**src/core/smo_pkg.sv**
```systemverilog
// constants for the supply monitor, oscillator and regulator register bank
//
// Behaviour
// - supply-low flag shows a pending monitor interrupt
// - writing one clears flag; zero leaves it
// - enable bit gates the monitor interrupt
// - flag/enable behave like other transceiver sources
// - above-threshold bit shows comparator status, read-only
// - range bit selects low or high range
// - threshold code maps to range voltages
// - oscillator mode resets to normal crystal operation
// - mode codes select external reference or crystal
// - load-trim code selects capacitance steps
// - bypass bit stored only, regulator stays on
// - settled flag reads one when bypass set
// - else settled flag follows regulator settled input
// - core trim field stored and driven out
// - flag clears when service routine starts
`default_nettype none
package smo_pkg;
  // ---------------------------------------------------------------
  // register byte addresses (index times four)
  // ---------------------------------------------------------------
  localparam logic [11:0] SMO_IDX_MON = 12'h151;
  localparam logic [11:0] SMO_IDX_OSC = 12'h152;
  localparam logic [11:0] SMO_IDX_REG = 12'h150;
  localparam logic [11:0] SMO_IDX_IRQ = 12'h160;
  localparam logic [11:0] SMO_IDX_MSK = 12'h161;
  localparam logic [13:0] SMO_ADDR_MON = {SMO_IDX_MON, 2'b00};
  localparam logic [13:0] SMO_ADDR_OSC = {SMO_IDX_OSC, 2'b00};
  localparam logic [13:0] SMO_ADDR_REG = {SMO_IDX_REG, 2'b00};
  localparam logic [13:0] SMO_ADDR_IRQ = {SMO_IDX_IRQ, 2'b00};
  localparam logic [13:0] SMO_ADDR_MSK = {SMO_IDX_MSK, 2'b00};
  // ---------------------------------------------------------------
  // field positions
  // ---------------------------------------------------------------
  localparam int SMO_MON_FLAG = 7;
  localparam int SMO_MON_EN = 6;
  localparam int SMO_MON_OK = 5;
  localparam int SMO_MON_HR = 4;
  localparam int SMO_REG_BYP = 3;
  localparam int SMO_REG_SET = 2;
  // ---------------------------------------------------------------
  // reset values and codes
  // ---------------------------------------------------------------
  localparam logic [3:0] SMO_VTH_RST = 4'h2;
  localparam logic [3:0] SMO_MODE_RST = 4'hf;
  localparam logic [3:0] SMO_MODE_EXT = 4'h4;
  localparam logic [3:0] SMO_MODE_XTAL = 4'hf;
  localparam logic [3:0] SMO_TRIM_RST = 4'h0;
  localparam logic [1:0] SMO_CTRIM_RST = 2'h0;
  localparam logic [1:0] SMO_RESP_OKAY = 2'b00;
  localparam logic [1:0] SMO_RESP_SLVERR = 2'b10;
endpackage
`default_nettype wire

```
**src/core/smo_regs.sv**
```systemverilog
// register bank for supply monitor, crystal oscillator and core regulator
`default_nettype none
module smo_regs
  import smo_pkg::*;
(
  // clock and reset
  input wire logic aclk,
  input wire logic aresetn,
  // axi4-lite write address and data
  input wire logic [31:0] s_axi_awaddr,
  input wire logic s_axi_awvalid,
  output logic s_axi_awready,
  input wire logic [31:0] s_axi_wdata,
  input wire logic [3:0] s_axi_wstrb,
  input wire logic s_axi_wvalid,
  output logic s_axi_wready,
  // axi4-lite write response
  output logic [1:0] s_axi_bresp,
  output logic s_axi_bvalid,
  input wire logic s_axi_bready,
  // axi4-lite read
  input wire logic [31:0] s_axi_araddr,
  input wire logic s_axi_arvalid,
  output logic s_axi_arready,
  output logic [31:0] s_axi_rdata,
  output logic [1:0] s_axi_rresp,
  output logic s_axi_rvalid,
  input wire logic s_axi_rready,
  // analog side, asynchronous inputs
  input wire logic supply_above_threshold_in,
  input wire logic core_supply_settled_in,
  // analog side controls
  output logic monitor_high_range,
  output logic [3:0] monitor_threshold_code,
  output logic [3:0] osc_mode,
  output logic osc_crystal_enable,
  output logic osc_external_ref,
  output logic [3:0] osc_load_trim,
  output logic [1:0] core_supply_trim,
  // interrupt
  input wire logic isr_enter,
  output logic monitor_irq,
  output logic irq
);

  typedef struct packed {
    logic aw_got;
    logic [13:0] aw_addr;
    logic w_got;
    logic [7:0] w_data;
    logic w_lane0;
    logic bvalid;
    logic [1:0] bresp;
    logic rvalid;
    logic [7:0] rdata;
    logic [1:0] rresp;
    logic ok_s1;
    logic ok_s2;
    logic ok_prev;
    logic set_s1;
    logic set_s2;
    logic flag;
    logic en;
    logic hr;
    logic [3:0] vth;
    logic [3:0] mode;
    logic [3:0] trim;
    logic bypass;
    logic [1:0] ctrim;
    logic irq_st;
    logic irq_msk;
  } smo_state_t;

  smo_state_t st_reg;
  smo_state_t st_next;
  logic fall;
  logic do_write;
  logic wr_lane;
  logic [7:0] mon_view;
  logic [7:0] reg_view;

  // ---------------------------------------------------------------
  // read decode
  // ---------------------------------------------------------------
  // settled flag is forced high by bypass, regardless of regulator
  function automatic logic [7:0] smo_read(input logic [13:0] a, input smo_state_t s);
    logic [7:0] v;
    v = 8'h00;
    case (a)
      SMO_ADDR_MON: v = {s.flag, s.en, s.ok_s2, s.hr, s.vth};
      SMO_ADDR_OSC: v = {s.mode, s.trim};
      SMO_ADDR_REG: v = {4'h0, s.bypass, s.bypass | s.set_s2, s.ctrim};
      SMO_ADDR_IRQ: v = {7'h00, s.irq_st};
      SMO_ADDR_MSK: v = {7'h00, s.irq_msk};
      default: v = 8'h00;
    endcase
    return v;
  endfunction

  function automatic logic smo_mapped(input logic [13:0] a);
    return (a == SMO_ADDR_MON) || (a == SMO_ADDR_OSC) || (a == SMO_ADDR_REG) ||
           (a == SMO_ADDR_IRQ) || (a == SMO_ADDR_MSK);
  endfunction

  assign fall = st_reg.ok_prev & ~st_reg.ok_s2;
  assign do_write = st_reg.aw_got & st_reg.w_got & ~st_reg.bvalid;
  assign wr_lane = do_write & st_reg.w_lane0 & smo_mapped(st_reg.aw_addr);
  // software views of the two mixed registers, watched by the checks below
  assign mon_view = smo_read(SMO_ADDR_MON, st_reg);
  assign reg_view = smo_read(SMO_ADDR_REG, st_reg);

  // ---------------------------------------------------------------
  // next state
  // ---------------------------------------------------------------
  always_comb begin
    st_next = st_reg;
    // two-flop synchronisers; first stage read only by second
    st_next.ok_s1 = supply_above_threshold_in;
    st_next.ok_s2 = st_reg.ok_s1;
    st_next.ok_prev = st_reg.ok_s2;
    st_next.set_s1 = core_supply_settled_in;
    st_next.set_s2 = st_reg.set_s1;
    // channel capture; one write outstanding at a time
    if (s_axi_awvalid && s_axi_awready) begin
      st_next.aw_got = 1'b1;
      st_next.aw_addr = s_axi_awaddr[13:0];
    end
    if (s_axi_wvalid && s_axi_wready) begin
      st_next.w_got = 1'b1;
      st_next.w_data = s_axi_wdata[7:0];
      st_next.w_lane0 = s_axi_wstrb[0];
    end
    if (do_write) begin
      st_next.aw_got = 1'b0;
      st_next.w_got = 1'b0;
      st_next.bvalid = 1'b1;
      st_next.bresp = smo_mapped(st_reg.aw_addr) ? SMO_RESP_OKAY : SMO_RESP_SLVERR;
    end
    if (st_reg.bvalid && s_axi_bready) begin
      st_next.bvalid = 1'b0;
    end
    // register writes
    if (wr_lane) begin
      case (st_reg.aw_addr)
        SMO_ADDR_MON: begin
          if (st_reg.w_data[SMO_MON_FLAG]) begin
            st_next.flag = 1'b0;
          end
          st_next.en = st_reg.w_data[SMO_MON_EN];
          st_next.hr = st_reg.w_data[SMO_MON_HR];
          st_next.vth = st_reg.w_data[3:0];
        end
        SMO_ADDR_OSC: begin
          st_next.mode = st_reg.w_data[7:4];
          st_next.trim = st_reg.w_data[3:0];
        end
        SMO_ADDR_REG: begin
          st_next.bypass = st_reg.w_data[SMO_REG_BYP];
          st_next.ctrim = st_reg.w_data[1:0];
        end
        SMO_ADDR_IRQ: begin
          if (st_reg.w_data[0]) begin
            st_next.irq_st = 1'b0;
          end
        end
        SMO_ADDR_MSK: begin
          st_next.irq_msk = st_reg.w_data[0];
        end
        default: begin
          st_next.irq_msk = st_reg.irq_msk;
        end
      endcase
    end
    // service entry clears, like the other transceiver flags
    if (isr_enter) begin
      st_next.flag = 1'b0;
    end
    // a falling comparator wins over any clear in the same cycle
    if (fall) begin
      st_next.flag = 1'b1;
      st_next.irq_st = 1'b1;
    end
    // read channel
    if (s_axi_arvalid && s_axi_arready) begin
      st_next.rvalid = 1'b1;
      st_next.rdata = smo_read(s_axi_araddr[13:0], st_reg);
      st_next.rresp = smo_mapped(s_axi_araddr[13:0]) ? SMO_RESP_OKAY : SMO_RESP_SLVERR;
    end else if (st_reg.rvalid && s_axi_rready) begin
      st_next.rvalid = 1'b0;
    end
  end

  // ---------------------------------------------------------------
  // state register
  // ---------------------------------------------------------------
  always_ff @(posedge aclk) begin
    if (!aresetn) begin
      st_reg <= '0;
      st_reg.vth <= SMO_VTH_RST;
      st_reg.mode <= SMO_MODE_RST;
      st_reg.trim <= SMO_TRIM_RST;
      st_reg.ctrim <= SMO_CTRIM_RST;
    end else begin
      st_reg <= st_next;
    end
  end

  // ---------------------------------------------------------------
  // outputs
  // ---------------------------------------------------------------
  assign s_axi_awready = ~st_reg.aw_got & ~st_reg.bvalid;
  assign s_axi_wready = ~st_reg.w_got & ~st_reg.bvalid;
  assign s_axi_bvalid = st_reg.bvalid;
  assign s_axi_bresp = st_reg.bresp;
  assign s_axi_arready = ~st_reg.rvalid;
  assign s_axi_rvalid = st_reg.rvalid;
  assign s_axi_rdata = {24'h000000, st_reg.rdata};
  assign s_axi_rresp = st_reg.rresp;
  assign monitor_high_range = st_reg.hr;
  assign monitor_threshold_code = st_reg.vth;
  assign osc_mode = st_reg.mode;
  // other mode codes keep the crystal running without regulation choice
  assign osc_external_ref = (st_reg.mode == SMO_MODE_EXT);
  assign osc_crystal_enable = (st_reg.mode != SMO_MODE_EXT);
  assign osc_load_trim = st_reg.trim;
  assign core_supply_trim = st_reg.ctrim;
  assign monitor_irq = st_reg.flag & st_reg.en;
  assign irq = st_reg.irq_st & st_reg.irq_msk;

  // ---------------------------------------------------------------
  // checks
  // ---------------------------------------------------------------
  AST_FALL_SETS: assert property (@(posedge aclk) disable iff (!aresetn)
    fall |=> st_reg.flag)
    else $error("falling comparator did not set flag");
  AST_IRQ_AND: assert property (@(posedge aclk) disable iff (!aresetn)
    monitor_irq == (st_reg.flag && st_reg.en))
    else $error("monitor irq not flag and enable");
  AST_CLEAR: assert property (@(posedge aclk) disable iff (!aresetn)
    (wr_lane && st_reg.aw_addr == SMO_ADDR_MON && st_reg.w_data[SMO_MON_FLAG] && !fall)
    |=> !st_reg.flag)
    else $error("write one did not clear flag");
  AST_ISR: assert property (@(posedge aclk) disable iff (!aresetn)
    (isr_enter && !fall) |=> !st_reg.flag)
    else $error("service entry did not clear flag");
  AST_HOLD: assert property (@(posedge aclk) disable iff (!aresetn)
    (!fall && !isr_enter && !wr_lane) |=> st_reg.flag == $past(st_reg.flag))
    else $error("flag changed without cause");
  AST_EN_GATE: assert property (@(posedge aclk) disable iff (!aresetn)
    !st_reg.en |-> !monitor_irq)
    else $error("irq raised while disabled");
  AST_EXT_MODE: assert property (@(posedge aclk) disable iff (!aresetn)
    (osc_mode == SMO_MODE_EXT) |-> (osc_external_ref && !osc_crystal_enable))
    else $error("external mode decode wrong");
  AST_RST_MODE: assert property (@(posedge aclk)
    !aresetn |=> osc_mode == SMO_MODE_RST)
    else $error("mode reset value wrong");

  // ---------------------------------------------------------------
  // flag, status bit and interrupt checks
  // ---------------------------------------------------------------
  // a zero in the flag position must not disturb a pending flag
  AST_ZERO_KEEPS: assert property (@(posedge aclk) disable iff (!aresetn)
    (wr_lane && st_reg.aw_addr == SMO_ADDR_MON && !st_reg.w_data[SMO_MON_FLAG] &&
     !isr_enter && !fall) |=> st_reg.flag == $past(st_reg.flag))
    else $error("write of zero changed flag");

  // the shared status bit is set by the same event as the flag
  AST_IRQ_ST_SET: assert property (@(posedge aclk) disable iff (!aresetn)
    fall |=> st_reg.irq_st)
    else $error("falling comparator did not set status");

  // the shared request is a plain level of status and mask
  AST_IRQ_LEVEL: assert property (@(posedge aclk) disable iff (!aresetn)
    irq == (st_reg.irq_st && st_reg.irq_msk))
    else $error("irq not status and mask");

  // above-threshold bit shows the synchronised comparator only
  AST_OK_VIEW: assert property (@(posedge aclk) disable iff (!aresetn)
    mon_view[SMO_MON_OK] == st_reg.ok_s2)
    else $error("status bit not comparator level");

  // flag bit seen by software is the pending flag itself
  AST_FLAG_VIEW: assert property (@(posedge aclk) disable iff (!aresetn)
    mon_view[SMO_MON_FLAG] == st_reg.flag)
    else $error("flag bit view wrong");

  // ---------------------------------------------------------------
  // regulator, oscillator and field reset checks
  // ---------------------------------------------------------------
  // bypass forces the settled view high whatever the regulator says
  AST_BYP_SETTLED: assert property (@(posedge aclk) disable iff (!aresetn)
    st_reg.bypass |-> reg_view[SMO_REG_SET])
    else $error("settled not forced by bypass");

  // without bypass the settled view follows the synchronised input
  AST_SETTLED_FOLLOWS: assert property (@(posedge aclk) disable iff (!aresetn)
    !st_reg.bypass |-> reg_view[SMO_REG_SET] == st_reg.set_s2)
    else $error("settled view not input");

  // bypass is only stored; it reads back what was written
  AST_BYP_WRITE: assert property (@(posedge aclk) disable iff (!aresetn)
    (wr_lane && st_reg.aw_addr == SMO_ADDR_REG)
    |=> st_reg.bypass == $past(st_reg.w_data[SMO_REG_BYP]))
    else $error("bypass write lost");

  // crystal code keeps the oscillator on and the reference off
  AST_XTAL_MODE: assert property (@(posedge aclk) disable iff (!aresetn)
    (osc_mode == SMO_MODE_XTAL) |-> (osc_crystal_enable && !osc_external_ref))
    else $error("crystal mode decode wrong");

  // load trim changes only through an oscillator write
  AST_TRIM_HOLD: assert property (@(posedge aclk) disable iff (!aresetn)
    !(wr_lane && st_reg.aw_addr == SMO_ADDR_OSC) |=> $stable(osc_load_trim))
    else $error("load trim changed without write");

  // core trim changes only through a regulator write
  AST_CTRIM_HOLD: assert property (@(posedge aclk) disable iff (!aresetn)
    !(wr_lane && st_reg.aw_addr == SMO_ADDR_REG) |=> $stable(core_supply_trim))
    else $error("core trim changed without write");

  // threshold, load trim and core trim come out of reset at their documented values, no request
  AST_RST_FIELDS: assert property (@(posedge aclk)
    !aresetn |=> (monitor_threshold_code == SMO_VTH_RST && osc_load_trim == SMO_TRIM_RST &&
                  core_supply_trim == SMO_CTRIM_RST && !monitor_irq && !irq))
    else $error("field reset value wrong");

  // ---------------------------------------------------------------
  // bus checks
  // ---------------------------------------------------------------
  // a write answer stands with its code until the master takes it
  AST_B_HOLD: assert property (@(posedge aclk) disable iff (!aresetn)
    (s_axi_bvalid && !s_axi_bready) |=> (s_axi_bvalid && $stable(s_axi_bresp)))
    else $error("write response dropped early");

  // a read answer stands with its data until the master takes it
  AST_R_HOLD: assert property (@(posedge aclk) disable iff (!aresetn)
    (s_axi_rvalid && !s_axi_rready) |=> (s_axi_rvalid && $stable(s_axi_rdata)))
    else $error("read response dropped early");

  // no new write is taken while an answer is still pending
  AST_W_BUSY: assert property (@(posedge aclk) disable iff (!aresetn)
    s_axi_bvalid |-> (!s_axi_awready && !s_axi_wready))
    else $error("write taken while busy");

  // unmapped writes are refused with an error code
  AST_WR_REFUSE: assert property (@(posedge aclk) disable iff (!aresetn)
    (do_write && !smo_mapped(st_reg.aw_addr)) |=> s_axi_bresp == SMO_RESP_SLVERR)
    else $error("unmapped write not refused");

  // unmapped reads are refused and return zero
  AST_RD_REFUSE: assert property (@(posedge aclk) disable iff (!aresetn)
    (s_axi_arvalid && s_axi_arready && !smo_mapped(s_axi_araddr[13:0]))
    |=> (s_axi_rresp == SMO_RESP_SLVERR && s_axi_rdata == 32'h00000000))
    else $error("unmapped read not refused");

  // only the low byte of a word carries a register
  AST_RD_UPPER: assert property (@(posedge aclk) disable iff (!aresetn)
    s_axi_rdata[31:8] == 24'h000000)
    else $error("upper read bytes not zero");
endmodule
`default_nettype wire

```
**config.mk**
```make
export PLATFORM = sky130hd
export DESIGN_NAME = smo_regs
export DESIGN_NICKNAME = d
export VERILOG_FILES = /design/src/core/smo_pkg.sv /design/src/core/smo_regs.sv
export SDC_FILE = /design/constraint.sdc
export NUM_CORES = 1
export LEC_CHECK = 0
export BUFFER_PORTS_ARGS = -buffer_cell sky130_fd_sc_hd__buf_4
export CELL_PAD_IN_SITES_DETAIL_PLACEMENT = 1
export CELL_PAD_IN_SITES_GLOBAL_PLACEMENT = 1
export CORE_MARGIN = 2
export CORE_UTILIZATION = 28
export CTS_CLUSTER_DIAMETER = 120
export DETAILED_ROUTE_END_ITERATION = 7
export PLACE_DENSITY = 0.78
export SKIP_LAST_GASP = 1
export SLEW_MARGIN = 20
export SYNTH_ARGS = -nofsm -noshare
export SYNTH_HDL_FRONTEND = slang
export SYNTH_SLANG_ARGS = --single-unit
```
**constraint.sdc**
```tcl
create_clock -name aclk -period 1.6 [get_ports aclk]
set_input_delay 0.16 -clock aclk [delete_from_list [all_inputs] [get_ports aclk]]
set_output_delay 0.16 -clock aclk [all_outputs]
set_load 0.05 [all_outputs]
```
==> results of run 1 <==
-- cell type report --
cell class                      instances  area [um^2]
Tap cell                              140          175
Multi-Input combinational cell        246         1500
Inverter                                8         33.8
Timing Repair Buffer                  104          797
Fill cell                            1296         6800
Clock inverter                          7          119
Sequential cell                        62         1250
Clock buffer                            9          124
-- where the power goes --
part | switching (mW) | internal (mW) | total, mW | leakage, nW
clock network | 0.640 | 1.04 | 1.68 | 0.125
logic | 0.403 | 0.218 | 0.622 | 1.04
registers | 0.0606 | 1.61 | 1.67 | 0.508
total | 1.10 | 2.87 | 3.97 | 1.68
-- cell usage after synthesis, types with 2 or more instances --
cell      count  area, um^2
dfxtp_1      62        1240
buf_4        51         383
nand2_1      50         188
a21oi_1      28         140
nor2_1       20        75.1
mux2i_1      18         180
o21ai_0      18        90.1
nand3_1      15        75.1
clkbuf_1      8        30.0
and2_1        7        43.8
inv_1         7        26.3
nand4_1       5        31.3
nor2b_1       5        31.3
a221oi_1      4        35.0
and3_1        3        18.8
buf_6         3        33.8
mux2_2        3        33.8
nand2b_1      3        18.8
nor3_1        3        15.0
or3b_2        3        26.3
a311o_1       2        20.0
and4b_1       2        20.0
buf_2         2        10.0
nand3b_1      2        15.0
nor4_4        2        42.5
nor4b_2       2        30.0
o31ai_1       2        15.0
-- worst min path at each step --
stage | startpoint | end | slack [ns] | cells past startpoint
2_1_floorplan | core_supply_settled_in | st_next[20] | 0.29 | 1
3_3_place_gp | core_supply_settled_in | st_next[20] | 0.37 | 2
3_5_place_dp | core_supply_settled_in | st_next[20] | 0.37 | 2
4_1_cts | s_axi_wdata[3] | st_reg[43] | 0.04 | 3
5_1_grt | s_axi_awaddr[11] | st_reg[60] | 0.04 | 3
6_report | s_axi_awaddr[11] | st_reg[60] | 0.05 | 3
-- cell families after synthesis --
kind of cell           Yosys count  share of synthesized area [%]
AND/OR/NAND/NOR                137                           25.1
buffers and inverters           72                           15.7
flip-flops                      62                           40.2
AO/OA/AOI/OAI                   61                           11.7
multiplexers                    21                           6.92
XOR/XNOR                         1                          0.283
other                            1                          0.121
-- timing repair --
action | 4_1_cts | 5_1_grt
hold buffers | 2 | 0
pin swaps | 1 | 5
gates resized for setup | 4 | 10
setup endpoints to repair | 4 | 19
endpoints found under the hold margin | 2 | 0
buffers inserted | 0 | 1
-- stage by stage --
stage          power (mW)  std cells
2_1_floorplan        2.17        380
3_3_place_gp         2.30        557
3_5_place_dp         2.31        557
4_1_cts              4.03        575
5_1_grt              4.16        576
6_report             3.97        576
-- metal layers --
layer | track usage [%] | vias to the layer above | share of wire [%]
met5 | 0 | - | 0
met4 | 5.77 | 0 | 2.0
met3 | 4.90 | 11 | 5.8
met2 | 25.1 | 73 | 51
met1 | 16.5 | 1250 | 41
li1 | - | 1306 | -
-- cells in the final DEF, fill, tap and decap left out, drive strengths merged, types with 4 or more instances in the layout --
| cell | netlist | layout |
|---|---|---|
| nand2 | 50 | 50 |
| inv | 7 | 9 |
| dfxtp | 62 | 62 |
| a21oi | 28 | 28 |
| conb | 1 | 26 |
| buf | 56 | 102 |
| nand3 | 15 | 15 |
| mux2i | 18 | 18 |
| nand4 | 5 | 5 |
| and2 | 8 | 8 |
| clkbuf | 8 | 9 |
| nor2 | 21 | 21 |
| o21ai | 18 | 18 |
| a221oi | 4 | 4 |
| nor2b | 5 | 5 |
-- critical path: stages, from the launching register on --
cell and delay [ns]:
dfxtp_1 0.31, or4b_4 0.56, clkinvlp_4 0.10, buf_8 0.14
==> impl_metrics.yaml, run 1 <==
place:
  placed_area_mm2: 0.00368
  place.gp.congestion: 0.804
  place_ws_ns: -0.0867
  io_buffer_count: 80
  dp_hpwl_um: 6530
routing:
  route.vias.total: 2640
  routed_via_density: 4.58
  routedWlPerCell_um: 14.4
  drc: 0
  first_pass_iters: 4
  wirelength_um: 8310
  ant_nets: 0
  drt_iter0_markers: 74
setup_path:
  r2r-start: "st_reg[60]"
  reg2reg_slack_ns: 0.08
  cp.arrival_ns: 1.46
  rr_endpoint: "monitor_threshold_code[2]"
  critical_path_required_ns: 1.44
  reg2regPathDepth: 6
  endpoint: "osc_external_ref"
  crit_fanout: 2
  crit_path_start: "osc_mode[3]"
  worstSetupPathType: "reg2out"
  start_kind: "flop"
  cp-end-kind: "output port"
yosys:
  synth_seq_cells: 62
  yosys_warnings: 0
  netlist_instances: 355
  synth_cell_types: 52
  synth_area_mm2: 0.00309
  synth_edf_count: 0
  synth_area_per_cell_um2: 8.71
  synthFlopType: "dfxtp_1"
  yosysSeqAreaShare_pct: 40.2
  async_flop_share_pct: 0
run:
  maxCapViolCount: 0
final_layout:
  largest_register_ffs: 29
  diodes: 0
  drive_gt1_share_pct: 33.0
  finalInstanceArea_mm2: 0.00399
  fin_util_pct: 37.0
  area_growth_pct: 29.2
  finalNetCount: 541
power_and_ir_drop:
  powerDensity_mw_per_mm2: 995
  power.static_leakage_nw: 1.68
  ir_drop_v: 0.000526
timing:
  rsz0062_at_grt: "true"
  finalSetupViolations: 1
  period_minus_slack_ns: 1.62
  slew_viol_final: 0
  hold_viol_final: 0
  finalCritPeriodShare_pct: 101
  max_freq_mhz: 619
  setup_ws_ns: -0.0156
  finalSetupTns_ns: -0.0156
  worst_hold_slack_ns: 0.0547
  final.setup_skew_ns: 0.00740
global_route:
  grt_max_degree: 20
  grt.total_usage_pct: 14.6
  grt_overflow: 0
  grt_pass1_vias: 2627
  antenna_found_initial: 0
  grt_pass1_wl_um: 13100
outcome:
  run_status: "finished with violations"
  violations: "setup timing"
clock_tree:
  cts_tree: "done"
  cts_buffer_depth: 2
  insertion_delay_ns: 0.34
  cts-root-buf: "clkbuf_8"
  htreeDepth: 3
  cts.clk_slew.worst_paths_ns: 0.07
  cts_made_buffers: 9
  clock-sinks: 62
floorplan:
  die_area_mm2: 0.0119
  die_width_um: 109
  placementRows: 38
  die_h_um: 109
  start_util_pct: 28.6
  ios: 170
  core_area_mm2: 0.0108
worst_hold_path:
  hp-class: "in2reg"
Power figures use the tool's default switching activity.
==> inputs of run 2 (changes only) <==
- CORE_UTILIZATION: 28 -> 30
- PLACE_DENSITY: 0.78 -> 0.79
- clock period: 1.6 -> 2.05 ns (I/O delays scaled with it)
==> run 2 against run 1 <==
Against the previous run:
- the flow now finishes without violations
- critical path type unchanged
- hold slack improved by 0.024 ns
- critical path depth unchanged
- die area is 6.4% lower
- cell area fell by 6.4%
- wire length shrank 3.9%
- non-clock buffer count is 19 lower
- combinational power shrank 27%
==> impl_metrics.yaml, run 2 (synthesis results as in run 1) <==
global_route:
  grt_pass1_vias: 2613
  antenna_found_initial: 0
  grt.total_usage_pct: 15.1
  grt_overflow: 0
  grt_max_degree: 35
  grt_pass1_wl_um: 13200
final_layout:
  drive_gt1_share_pct: 28.4
  layout.area.seq_mm2: 0.00124
  finalInstanceArea_mm2: 0.00374
  area_growth_pct: 20.9
  fill_cells: 1208
  largest_register_ffs: 29
  mostFrequentLayoutCell: "buf_4"
  finalNetCount: 522
  layout_common_cells: "buf_4, dfxtp_1, nand2_1"
  multiInputGateArea_mm2: 0.00146
  diodes: 0
setup_path:
  crit_fanout: 4
  path_buf_inv: 2
  reg2reg_slack_ns: 0.28
  cp.arrival_ns: 1.66
  critPathSlowestCell: "or4b_2"
  critPathMaxStageDelay_ns: 0.70
  crit_chain: "or4b_2 -> inv_1 -> buf_4"
  rr_endpoint: "osc_load_trim[0]"
  start_kind: "flop"
  reg2regPathDepth: 4
  r2r-start: "st_reg[62]"
  cp-end-kind: "output port"
  worstSetupPathType: "reg2out"
  critical_path_required_ns: 1.85
  critPathTopFamily: "simple AND/OR/NAND/NOR gates"
power_and_ir_drop:
  powerDensity_mw_per_mm2: 759
  power.static_leakage_nw: 1.56
  ir_drop_v: 0.000406
place:
  placed_area_mm2: 0.00354
  dp_hpwl_um: 6230
  place.gp.congestion: 0.731
  io_buffer_count: 80
clock_tree:
  cts_buffer_depth: 2
  postCtsSetupBuffers: 0
  clock-sinks: 62
  insertion_delay_ns: 0.34
  cts-root-buf: "clkbuf_8"
  cts.clk_slew.worst_paths_ns: 0.06
  cts_tree: "done"
  ctsHoldBuffers: 0
  htreeDepth: 3
  cts_made_buffers: 9
  cts_resized: 0
routing:
  routed_via_density: 4.60
  drc: 0
  ant_nets: 0
  route.vias.total: 2540
  drt_iter0_markers: 68
  routedWlPerCell_um: 14.5
  wirelength_um: 7990
  first_pass_iters: 4
timing:
  finalSetupTns_ns: 0
  finalCritPeriodShare_pct: 91.0
  max-slew-margin-rel_pct: 53.3
  period_minus_slack_ns: 1.87
  rsz0062_at_grt: "false"
  final.setup_skew_ns: 0.0108
  hold_viol_final: 0
  tightest_slew_ns: 0.700
  max_freq_mhz: 536
  slew_viol_final: 0
  finalSetupViolations: 0
floorplan:
  die_area_mm2: 0.0111
  placementRows: 37
  core_area_mm2: 0.0101
  ios: 170
  start_util_pct: 30.5
  die_width_um: 105
  die_h_um: 105
worst_hold_path:
  min_path_cells: 2
  min_to: "st_next[23]"
  min_from: "supply_above_threshold_in"
  hp-class: "in2reg"
outcome:
  run_status: "finished clean"
run:
  maxCapViolCount: 0
[run 2: changes by cell type in the layout (fill, tap and decap cells not counted), moves of 2 or more]
cell           before  now
inv_6               2    0
nor4b_2             0    2
dlygate4sd3_1       2    0
nor2_1             17   19
dfxtp_1            60   62
bufinv_16           3    1
o21ai_0            15   18
o21ai_1             3    0
or4b_4              3    1
buf_4             100   85
clkbuf_8            9   11
nor4b_4             2    0
[run 2: through the flow]
stage | std cells | setup slack (ns) | hold slack, ns | utilization, % | power (mW)
global placement | 537 | 0.283 | 0.420 | 34.9 | 1.77
finish | 552 | 0.184 | 0.0782 | 36.9 | 2.84
detailed placement | 537 | 0.242 | 0.426 | 34.9 | 1.79
floorplan | 380 | 0.174 | 0.332 | - | 1.69
CTS | 552 | 0.159 | 0.0663 | 36.9 | 2.88
global route | 552 | 0.113 | 0.0685 | 36.9 | 2.98
[run 2: area by class of cell]
cell class | count | area share (%)
clock inverter | 3 | 1.17
multi-input combinational | 246 | 39.0
sequential | 62 | 33.2
clock buffer | 12 | 4.15
timing repair buffer | 85 | 17.1
tap | 136 | 4.55
inverter | 8 | 0.803
[run 2: worst max path at each step]
stage / slack (ns) / to / depth (start not counted) / from
global placement: 0.28 / s_axi_rdata[1] / 5 / s_axi_araddr[1]
finish: 0.18 / osc_external_ref / 3 / osc_mode[0]
detailed placement: 0.24 / s_axi_rdata[1] / 5 / s_axi_araddr[1]
floorplan: 0.17 / st_reg[49] / 5 / s_axi_bvalid
CTS: 0.16 / osc_external_ref / 3 / osc_mode[0]
global route: 0.11 / osc_external_ref / 3 / osc_mode[0]
[run 2: where the power goes]
| part | switching, mW | internal (mW) | leakage, nW | total (mW) |
|---|---|---|---|---|
| Clock | 0.460 | 0.621 | 0.102 | 1.08 |
| Combinational | 0.306 | 0.150 | 0.952 | 0.456 |
| Sequential | 0.0444 | 1.26 | 0.506 | 1.30 |
[run 2: per-layer routing]
layer	vias to the layer above	track usage [%]	share of wire, %
met3	12	4.58	5.1
met1	1192	17.8	44
li1	1265	-	-
met4	0	4.79	1.5
met5	-	0	0
met2	71	26.2	50
[run 2: worst register-to-register path, stage by stage (launching register included)]
cell,delay (ns)
dfxtp_1,0.32
nor4b_2,0.53
and4_1,0.31
nand4_1,0.29
mux2i_1,0.21
==> inputs of run 3 (changes only) <==
- clock period: 2.05 -> 2 ns (I/O delays scaled with it)
==> run 3 against run 2 <==
Against the previous run:
- cell area is 0.23% lower
- final cell count is 0.54% higher
- worst setup slack worse by 0.048 ns
- utilization is 0.086 points lower
- global-route usage is 0.23 points lower
- critical path depth stayed put
- critical endpoint unchanged
- largest cell class unchanged
- largest power group unchanged
==> impl_metrics.yaml, run 3 (synthesis results as in run 1) <==
worst_hold_path:
  min_to: "st_next[23]"
  min_from: "supply_above_threshold_in"
  hp-class: "in2reg"
  min_path_cells: 2
floorplan:
  die_width_um: 105
  die_h_um: 105
  ios: 170
  core_area_mm2: 0.0101
  placementRows: 37
  start_util_pct: 30.5
  die_area_mm2: 0.0111
power_and_ir_drop:
  p_int_mw: 1.93
  clkPwrFrac_pct: 35.1
  pwr-share-comb_pct: 17.0
  power.static_leakage_nw: 1.55
  seqPwrFrac_pct: 47.9
  switchingPower_uw: 856
  powerDensity_mw_per_mm2: 747
  power_mw: 2.78
  switching_share_pct: 30.8
  ir_drop_v: 0.000423
clock_tree:
  cts_tree: "done"
  insertion_delay_ns: 0.34
  cts_buffer_depth: 2
  cts_made_buffers: 9
  postCtsSetupBuffers: 0
  cts.clk_slew.worst_paths_ns: 0.07
  ctsHoldBuffers: 0
  htreeDepth: 3
  cts_resized: 0
  cts-root-buf: "clkbuf_8"
  clock-sinks: 62
outcome:
  run_status: "finished clean"
place:
  place.gp.congestion: 0.732
  io_buffer_count: 80
  place_ws_ns: 0.198
  placed_area_mm2: 0.00355
  dp_hpwl_um: 6280
final_layout:
  layout_common_cells: "buf_4, dfxtp_1, nand2_1"
  mostFrequentLayoutCell: "buf_4"
  fill_cells: 1225
  area_growth_pct: 20.6
  diodes: 0
  largest_register_ffs: 29
  finalNetCount: 524
  finalInstanceArea_mm2: 0.00373
  drive_gt1_share_pct: 28.9
routing:
  route.vias.total: 2531
  wirelength_um: 8060
  routed_via_density: 4.56
  ant_nets: 0
  drt_iter0_markers: 79
  drc: 0
  first_pass_iters: 4
  routedWlPerCell_um: 14.5
setup_path:
  cp-end-kind: "output port"
  crit_fanout: 4
  rr_endpoint: "osc_mode[0]"
  critical_path_required_ns: 1.80
  reg2reg_slack_ns: 0.32
  r2r-start: "st_reg[55]"
  worstSetupPathType: "reg2out"
  cp.arrival_ns: 1.66
  critPathMaxStageDelay_ns: 0.70
  reg2regPathDepth: 4
  critPathSlowestCell: "or4b_2"
  crit_chain: "or4b_2 -> inv_1 -> buf_4"
  start_kind: "flop"
global_route:
  grt_busiest_layer: "met2"
  antenna_found_initial: 0
  grt_overflow: 0
  met1_usage_pct: 17.7
  grt.total_usage_pct: 14.9
  grt_max_degree: 35
  grt_pass1_wl_um: 13000
  grt.met2_usage_pct: 25.8
  grt_pass1_vias: 2534
  use_met3_pct: 4.21
timing:
  finalSetupTns_ns: 0
  max_freq_mhz: 536
  hold_viol_final: 0
  setup_ws_ns: 0.135
  period_minus_slack_ns: 1.86
  rsz0062_at_grt: "false"
  final.setup_skew_ns: 0.0112
  finalSetupViolations: 0
  max-slew-margin-rel_pct: 58.1
  tightest_slew_ns: 0.627
  finalCritPeriodShare_pct: 93.2
  slew_viol_final: 0
run:
  maxCapViolCount: 0
-- run 3: cell types whose count changed in the layout (fill, tap and decap cells not counted) --
cell / previous run / this run
clkinv_2: 1 / 2
clkinv_4: 1 / 0
inv_6: 0 / 1
clkinvlp_4: 0 / 2
bufinv_16: 1 / 0
clkbuf_8: 11 / 10
buf_4: 85 / 87
-- run 3: per-stage QoR --
step	hold WS, ns	utilization (%)	cells
global route	0.0664	36.8	555
floorplan	0.327	-	380
CTS	0.0618	36.8	555
finish	0.0718	36.8	555
global placement	0.415	35.0	539
detailed placement	0.424	35.0	539
-- run 3: power groups by stage --
stage | logic, mW | registers (mW) | clock network [mW]
6_report | 0.474 | 1.33 | 0.976
5_1_grt | 0.512 | 1.34 | 1.07
4_1_cts | 0.478 | 1.33 | 1.01
3_5_place_dp | 0.477 | 1.36 | 0
3_3_place_gp | 0.465 | 1.36 | 0
2_1_floorplan | 0.384 | 1.35 | 0
-- run 3: worst max-delay path by stage --
stage	startpoint	cells past startpoint	to	slack [ns]
floorplan	s_axi_bvalid	5	st_reg[49]	0.12
global route	osc_mode[0]	3	osc_external_ref	0.06
detailed placement	s_axi_araddr[1]	5	s_axi_rdata[5]	0.20
CTS	osc_mode[0]	3	osc_external_ref	0.11
global placement	s_axi_araddr[1]	5	s_axi_rdata[1]	0.24
finish	osc_mode[0]	3	osc_external_ref	0.14
-- run 3: critical path, delay by kind of cell, from the launching register on --
family | cells | cell delay (ns)
buf+inv | 2 | 0.27
flops | 1 | 0.35
simple gates | 1 | 0.70
-- run 3: cell type report --
class                           count  area (um^2)  area share, %
Inverter                            8         30.0          0.805
Sequential cell                    62         1240           33.3
Tap cell                          136          170           4.56
Clock buffer                       11          141           3.79
Timing Repair Buffer               87          653           17.5
Clock inverter                      5         33.8          0.906
Multi-Input combinational cell    246         1460           39.1
-- run 3: routing by layer --
layer / up-vias / share of wire (%) / routed length (um)
li1: 1272 / - / -
met1: 1181 / 44 / 3530
met2: 72 / 50 / 4030
met3: 6 / 5.4 / 432
met4: 0 / 0.89 / 72
met5: - / 0 / 0
